--- src/shared/root_err_pkg.sv ---
package root_err_pkg;
  // ==========================================
  // Register offsets
  localparam logic [11:0] OFF_UNC_STATUS   = 12'h104;
  localparam logic [11:0] OFF_UNC_MASK     = 12'h108;
  localparam logic [11:0] OFF_UNC_SEVERITY = 12'h10C;
  localparam logic [11:0] OFF_ROOT_CONTROL = 12'h0F4;
  localparam logic [11:0] OFF_SLOT_CONTROL = 12'h0EC;
  localparam logic [11:0] OFF_SLOT_STATUS  = 12'h0EE;

  // ==========================================
  // Root control fields
  localparam int RC_COR_EN   = 0;
  localparam int RC_NFAT_EN  = 1;
  localparam int RC_FAT_EN   = 2;
  localparam int RC_PME_IE   = 3;
  localparam logic [15:0] RC_WRITABLE = 16'h000F;
  localparam logic [15:0] RC_RESET    = 16'h0000;

  // ==========================================
  // Uncorrectable mask fields
  localparam int UM_TRAINING  = 0;
  localparam int UM_DLP       = 4;
  localparam int UM_POISONED  = 12;
  localparam int UM_FC_PROTO  = 13;
  localparam int UM_CPL_TO    = 14;
  localparam int UM_CPL_ABORT = 15;
  localparam int UM_UNEXP_CPL = 16;
  localparam int UM_RX_OVF    = 17;
  localparam int UM_MALFORMED = 18;
  localparam int UM_ECRC      = 19;
  localparam int UM_UNSUP_REQ = 20;
  localparam logic [31:0] UNC_DEFINED = 32'h001FF011;
  localparam logic [31:0] UNC_RESET   = 32'h00000000;
  localparam logic [15:0] SLOT_RESET  = 16'h0000;

  // ==========================================
  // Register access carrier
  typedef struct packed {
    logic        wr;
    logic        rd;
    logic [11:0] addr;
    logic [31:0] wdata;
  } reg_req_t;

  // Error and PME message events from the link
  typedef struct packed {
    logic msg_cor;
    logic msg_nonfatal;
    logic msg_fatal;
    logic pme_msg;
  } link_msg_t;
endpackage : root_err_pkg

--- src/core/pcie_root_error_control.sv ---
`timescale 1ns/1ps
// Notes on behaviour
// - With PME interrupt enable set, a PME message that sets PME status raises the interrupt.
// - Setting PME interrupt enable while PME status is already set also raises it.
// - Control bit 2 lets fatal messages or fatal detected errors raise system error.
// - Control bit 1 lets non-fatal messages or detected errors raise system error.
// - Control bit 0 lets correctable messages or detected errors raise system error.
// - System error enables act only in root complex mode.
// - Control bits 15:4 read zero and the four enables reset to zero.
// - Status bits set on detection, clear on write of one, ignore zero writes.
// - Status and mask registers keep their values over reset, cleared only at power-up.
// - A masked error still sets its status bit but enables no header log, moves no first pointer and sends no message.
// - Mask bits 20, 19, 18 mask unsupported request, end-to-end CRC, malformed packet.
// - Mask bits 17, 16, 15 mask receiver overflow, unexpected and aborted completion.
// - Mask bits 14, 13, 12 mask completion timeout, flow control protocol, poisoned packet.
// - Mask bits 4 and 0 mask data link protocol and training errors, all default zero.
// - Slot control and slot status are plain read/write storage.
// - Severity bit set means fatal, clear means non-fatal, choosing the enable used.
module pcie_root_error_control (
  input  wire logic                      sys_clk,
  input  wire logic                      srst,
  input  wire logic                      por,
  input  wire logic                      root_mode,
  input  wire root_err_pkg::reg_req_t    reg_req,
  output logic      [31:0]               reg_rdata,
  output logic                           reg_rvalid,
  input  wire root_err_pkg::link_msg_t   link_msg,
  input  wire logic                      cor_detected,
  input  wire logic [31:0]               unc_detected,
  output logic                           system_error_interrupt,
  output logic                           pme_interrupt,
  output logic                           pme_status,
  output logic                           err_msg_fatal,
  output logic                           err_msg_nonfatal,
  output logic                           header_log_en,
  output logic [4:0]                     first_error_ptr,
  output logic                           first_error_valid
);
  // ==========================================
  // Pin synchroniser for root_mode
  logic [1:0] root_mode_sync;
  logic       root_mode_s;
  always_ff @(posedge sys_clk) begin
    root_mode_sync <= {root_mode_sync[0], root_mode};
  end
  assign root_mode_s = root_mode_sync[1];

  // ==========================================
  // Register state
  logic [15:0] root_control_reg;
  logic [31:0] uncorr_error_mask_reg;
  logic [31:0] uncorr_error_severity_reg;
  logic [31:0] uncorr_error_status_reg;
  logic [15:0] slot_control_reg;
  logic [15:0] slot_status_reg;
  logic [31:0] unmasked;
  logic        wr_status;

  function automatic logic hit(input logic [11:0] off);
    hit = reg_req.wr && (reg_req.addr == off);
  endfunction : hit

  always_ff @(posedge sys_clk) begin
    if (srst) begin
      root_control_reg <= root_err_pkg::RC_RESET;
    end else if (hit(root_err_pkg::OFF_ROOT_CONTROL)) begin
      root_control_reg <= reg_req.wdata[15:0] & root_err_pkg::RC_WRITABLE;
    end
  end

  always_ff @(posedge sys_clk) begin
    if (por) begin
      uncorr_error_mask_reg     <= root_err_pkg::UNC_RESET;
      uncorr_error_severity_reg <= root_err_pkg::UNC_RESET;
    end else begin
      if (hit(root_err_pkg::OFF_UNC_MASK)) begin
        uncorr_error_mask_reg <= reg_req.wdata;
      end
      if (hit(root_err_pkg::OFF_UNC_SEVERITY)) begin
        uncorr_error_severity_reg <= reg_req.wdata;
      end
    end
  end

  always_ff @(posedge sys_clk) begin
    if (srst) begin
      slot_control_reg <= root_err_pkg::SLOT_RESET;
      slot_status_reg  <= root_err_pkg::SLOT_RESET;
    end else if (hit(root_err_pkg::OFF_SLOT_CONTROL)) begin
      slot_control_reg <= reg_req.wdata[15:0];
      slot_status_reg  <= reg_req.wdata[31:16];
    end
  end

  // ==========================================
  // Uncorrectable status bank
  assign wr_status = hit(root_err_pkg::OFF_UNC_STATUS);

  sticky_w1c_bank #(
    .WIDTH (32)
  ) u_status (
    .sys_clk  (sys_clk),
    .por      (por),
    .set_bits (unc_detected & root_err_pkg::UNC_DEFINED),
    .wr_en    (wr_status),
    .wr_data  (reg_req.wdata),
    .q        (uncorr_error_status_reg)
  );

  assign unmasked = unc_detected & root_err_pkg::UNC_DEFINED & ~uncorr_error_mask_reg;

  // ==========================================
  // First error pointer and reporting
  function automatic logic [4:0] lowest(input logic [31:0] v);
    lowest = 5'h00;
    for (int i = 31; i >= 0; i--) begin
      if (v[i]) begin
        lowest = 5'(i);
      end
    end
  endfunction : lowest

  logic unm_fatal;
  logic unm_nonfatal;
  assign unm_fatal    = |(unmasked & uncorr_error_severity_reg);
  assign unm_nonfatal = |(unmasked & ~uncorr_error_severity_reg);

  always_ff @(posedge sys_clk) begin
    if (por) begin
      first_error_ptr   <= 5'h00;
      first_error_valid <= 1'b0;
    end else if (!first_error_valid && (|unmasked)) begin
      first_error_ptr   <= lowest(unmasked);
      first_error_valid <= 1'b1;
    end else if (wr_status && reg_req.wdata[first_error_ptr]) begin
      first_error_valid <= 1'b0;
    end
  end

  always_ff @(posedge sys_clk) begin
    if (srst) begin
      header_log_en    <= 1'b0;
      err_msg_fatal    <= 1'b0;
      err_msg_nonfatal <= 1'b0;
    end else begin
      header_log_en    <= |unmasked;
      err_msg_fatal    <= unm_fatal && !root_mode_s;
      err_msg_nonfatal <= unm_nonfatal && !root_mode_s;
    end
  end

  // ==========================================
  // System error interrupt
  logic fatal_ev;
  logic nonfatal_ev;
  logic cor_ev;
  assign fatal_ev    = link_msg.msg_fatal || unm_fatal;
  assign nonfatal_ev = link_msg.msg_nonfatal || unm_nonfatal;
  assign cor_ev      = link_msg.msg_cor || cor_detected;

  always_ff @(posedge sys_clk) begin
    if (srst) begin
      system_error_interrupt <= 1'b0;
    end else begin
      system_error_interrupt <= root_mode_s &&
        ((fatal_ev && root_control_reg[root_err_pkg::RC_FAT_EN]) ||
         (nonfatal_ev && root_control_reg[root_err_pkg::RC_NFAT_EN]) ||
         (cor_ev && root_control_reg[root_err_pkg::RC_COR_EN]));
    end
  end

  // ==========================================
  // PME status and interrupt
  logic pme_ie_prev;
  logic pme_ie;
  assign pme_ie = root_control_reg[root_err_pkg::RC_PME_IE];

  always_ff @(posedge sys_clk) begin
    if (srst) begin
      pme_status  <= 1'b0;
      pme_ie_prev <= 1'b0;
    end else begin
      pme_ie_prev <= pme_ie;
      if (link_msg.pme_msg) begin
        pme_status <= 1'b1;
      end else if (hit(root_err_pkg::OFF_ROOT_CONTROL) && reg_req.wdata[16]) begin
        pme_status <= 1'b0;
      end
    end
  end

  always_ff @(posedge sys_clk) begin
    if (srst) begin
      pme_interrupt <= 1'b0;
    end else begin
      pme_interrupt <= pme_ie && ((link_msg.pme_msg && !pme_status) ||
                                  (!pme_ie_prev && pme_status));
    end
  end

  // ==========================================
  // Register reads
  always_ff @(posedge sys_clk) begin
    if (srst) begin
      reg_rdata  <= 32'h00000000;
      reg_rvalid <= 1'b0;
    end else begin
      reg_rvalid <= reg_req.rd;
      unique case (reg_req.addr)
        root_err_pkg::OFF_ROOT_CONTROL: reg_rdata <= {15'h0000, pme_status, root_control_reg};
        root_err_pkg::OFF_UNC_STATUS:   reg_rdata <= uncorr_error_status_reg;
        root_err_pkg::OFF_UNC_MASK:     reg_rdata <= uncorr_error_mask_reg;
        root_err_pkg::OFF_UNC_SEVERITY: reg_rdata <= uncorr_error_severity_reg;
        root_err_pkg::OFF_SLOT_CONTROL: reg_rdata <= {slot_status_reg, slot_control_reg};
        default:                        reg_rdata <= 32'h00000000;
      endcase
    end
  end
endmodule : pcie_root_error_control

--- src/core/sticky_w1c_bank.sv ---
`timescale 1ns/1ps
module sticky_w1c_bank #(
  parameter int WIDTH = 32
) (
  input  wire logic             sys_clk,
  input  wire logic             por,
  input  wire logic [WIDTH-1:0] set_bits,
  input  wire logic             wr_en,
  input  wire logic [WIDTH-1:0] wr_data,
  output logic      [WIDTH-1:0] q
);
  // ==========================================
  // Sticky set / write-one-to-clear
  always_ff @(posedge sys_clk) begin
    if (por) begin
      q <= '0;
    end else begin
      q <= (q & ~(wr_en ? wr_data : '0)) | set_bits;
    end
  end
endmodule : sticky_w1c_bank

--- config.mk ---
export PLATFORM = sky130hd
export DESIGN_NAME = pcie_root_error_control
export DESIGN_NICKNAME = d
export VERILOG_FILES = /design/src/shared/root_err_pkg.sv /design/src/core/pcie_root_error_control.sv /design/src/core/sticky_w1c_bank.sv
export SDC_FILE = /design/constraint.sdc
export NUM_CORES = 1
export LEC_CHECK = 0
export BUFFER_PORTS_ARGS = -buffer_cell sky130_fd_sc_hd__buf_2
export CAP_MARGIN = 40
export CORE_UTILIZATION = 40
export DETAILED_ROUTE_END_ITERATION = 6
export HOLD_SLACK_MARGIN = 0.15
export PLACE_DENSITY_LB_ADDON = 0.2
export SYNTH_ARGS = -nofsm -noshare
export SYNTH_HDL_FRONTEND = slang
export SYNTH_SLANG_ARGS = --single-unit
--- constraint.sdc ---
create_clock -name sys_clk -period 3.4 [get_ports sys_clk]
set_clock_uncertainty 0.05 [all_clocks]
set_input_delay 0.51 -clock sys_clk [delete_from_list [all_inputs] [get_ports sys_clk]]
set_output_delay 0.51 -clock sys_clk [all_outputs]
set_load 0.01 [all_outputs]
==> results.cfg <==
[setup_path]
path_max_fanout = 13
worstPathBufferInverterCount = 0
crit_path_cell_trace = mux2i_1, mux4_2, and3b_1, a2111oi_2, a311oi_1
crit_path_start_kind = flip-flop
r2r_start = first_error_ptr[2]
cp.arrival_ns = 2.58
required_ns = 3.64
cp-startpoint = first_error_ptr[2]
crit_path_max_incr_delay_ns = 0.79
crit_slowest_cell = dfxtp_1
path_class = reg2reg
cpLargestDelayFamily = flip-flops
worstSetupEndpointType = flip-flop

[clock_tree]
clkSlewWorstSetupHoldPaths_ns = 0.06
clockBufferDepth = 2
h-tree-depth = 4
tritoncts = yes
clock-root-buffer = clkbuf_16
cts_buffers = 17
clkSinkCount = 180
cts_resized = 0
clk_latency_ns = 0.44

[synth]
synth_area_per_cell_um2 = 8.93
ys_seq_elements = 180
synth_edf_count = 0
syn-num-nets = 897
yosys-top-cells-area = dfxtp_1, a21oi_1, mux2i_1, nand2_1, a222oi_1
async_flop_share_pct = 0
synth_top_area_share_pct = 49.8
yosysSeqAreaShare_pct = 49.8
synth_cells = 810
synth_flop_cell = dfxtp_1
synthTopCellsByCount = dfxtp_1, nand2_1, a21oi_1, nor2_1, mux2i_1
yosysUniqueCellTypes = 48
yosys_warnings = 0
synth.most_common_cell = dfxtp_1
synth.cell_area_um2 = 7230
synth_top_area_cell = dfxtp_1

[global_route]
grt_pass1_wl_um = 32800
grt_antenna_before_repair = 0
gr-total-overflow = 0
grt_max_degree = 103
first_global_vias = 5846
grt_usage_pct = 23.4

[routing]
routed_wl_um = 20700
detail_route.wl_per_cell_um = 18.2
first_pass_iters = 6
ant_nets = 0
via_per_inst = 5.47
drt_iter0_drc = 646
vias = 6214
drc = 0

[pwr]
p_per_area_nw_per_um2 = 500
max-vdd-ir-drop_mv = 0.354
total_power_mw = 4.27
leakage_nw = 3.39

[timing]
setup_tns_ns = 0
finalHoldViolations = 0
clock.fmax_mhz = 429
period_needed_ns = 2.33
holdWs_ns = 0.234
rsz0062_at_grt = no
setup_violations = 0
fin_crit_sh_pct = 68.6
slew_headroom_pct = 50.4
max_slew.worst_pin.slew_ns = 0.744
final_max_slew_viol_count = 0

[floorplanning]
io_pins = 132
dieArea_um2 = 18600
core_area_um2 = 17500
rows = 48
fp.dieH_um = 136
die_x_um = 136
start_util_pct = 41.4

[cells_and_area]
nets = 987
syn_to_final_growth_pct = 18.1
final_cells = 1137
drive_above_1_share_pct = 19.4
multi_input_area_um2 = 3340
diodes = 0
nFillCells = 1732
regArea_um2 = 3600

[flow_run]
maxCapViolations = 0

[status]
status = completed

[placement]
dp_cells = 1105
hpwl_um = 12900
io_buffer_count = 110
place_congestion = 0.832

[hold_path]
hold_path.class = in2reg
hold_start = reg_req[44]
-- kinds of logic after synthesis --
| family | after synthesis | synth area share, % |
|---|---|---|
| buf+inv | 63 | 4.07 |
| compound gates | 196 | 16.5 |
| simple gates | 310 | 20.2 |
| flops | 180 | 49.8 |
| mux | 61 | 9.46 |
-- stage by stage --
step | utilization (%) | cell area, µm² | worst slack, ns
2_1_floorplan | - | 7230 | 1.39
3_3_place_gp | 45.4 | 7940 | 0.791
3_5_place_dp | 45.6 | 7960 | 0.773
4_1_cts | 48.9 | 8540 | 1.05
5_1_grt | 48.9 | 8540 | 0.915
6_report | 48.9 | 8540 | 1.07
-- cells in the final DEF (no fill, tap or decap), drive strengths merged, types with 8 or more instances in the layout --
cell	count
a21oi	138
nor2	66
dfxtp	180
a22oi	8
nor2b	12
clkbuf	20
buf	128
nand2b	28
mux2i	56
nand2	143
a222oi	27
nand3	34
inv	8
-- per-layer routing --
metal  vias up  track usage, %  share of wire [%]  wire, µm
li1       3031               -                  -         -
met1      2986            30.9                 46      9420
met2       172            37.7                 48      9830
met3        25            4.70                5.1      1060
met4         0            7.90                1.6       340
met5         -               0                  0         0
-- cell type report --
| class | count | area share (%) |
|---|---|---|
| clock inverter | 11 | 1.17 |
| tap | 225 | 3.30 |
| multi-input combinational | 567 | 39.1 |
| sequential | 180 | 42.2 |
| timing repair buffer | 129 | 8.53 |
| clock buffer | 20 | 5.46 |
| inverter | 5 | 0.220 |
-- worst reg2reg max path: stages, from the launching register on --
cell,delay (ns)
dfxtp_1,0.79
mux2i_1,0.16
mux4_2,0.52
and3b_1,0.21
a2111oi_2,0.33
a311oi_1,0.13
-- final timing paths --
path	cells past startpoint	slack, ns	end
max	5	1.07	first_error_valid
min	2	0.23	reg_rvalid
max reg2reg	5	1.07	first_error_valid
min reg2reg	0	0.31	root_mode_sync[1]
-- where the power goes --
part / total, mW / switching [mW] / internal (mW) / leakage, nW
clock: 1.92 / 0.850 / 1.07 / 0.279
combinational: 0.212 / 0.130 / 0.0819 / 1.66
sequential: 2.14 / 0.0178 / 2.12 / 1.46
-- what timing repair did --
item                                    in CTS  in global routing
hold buffers                                 1                  0
endpoints found under the setup margin       0                  0
hold endpoints to repair                     1                  0
buffers inserted                             0                  0
Power figures use the tool's default switching activity.
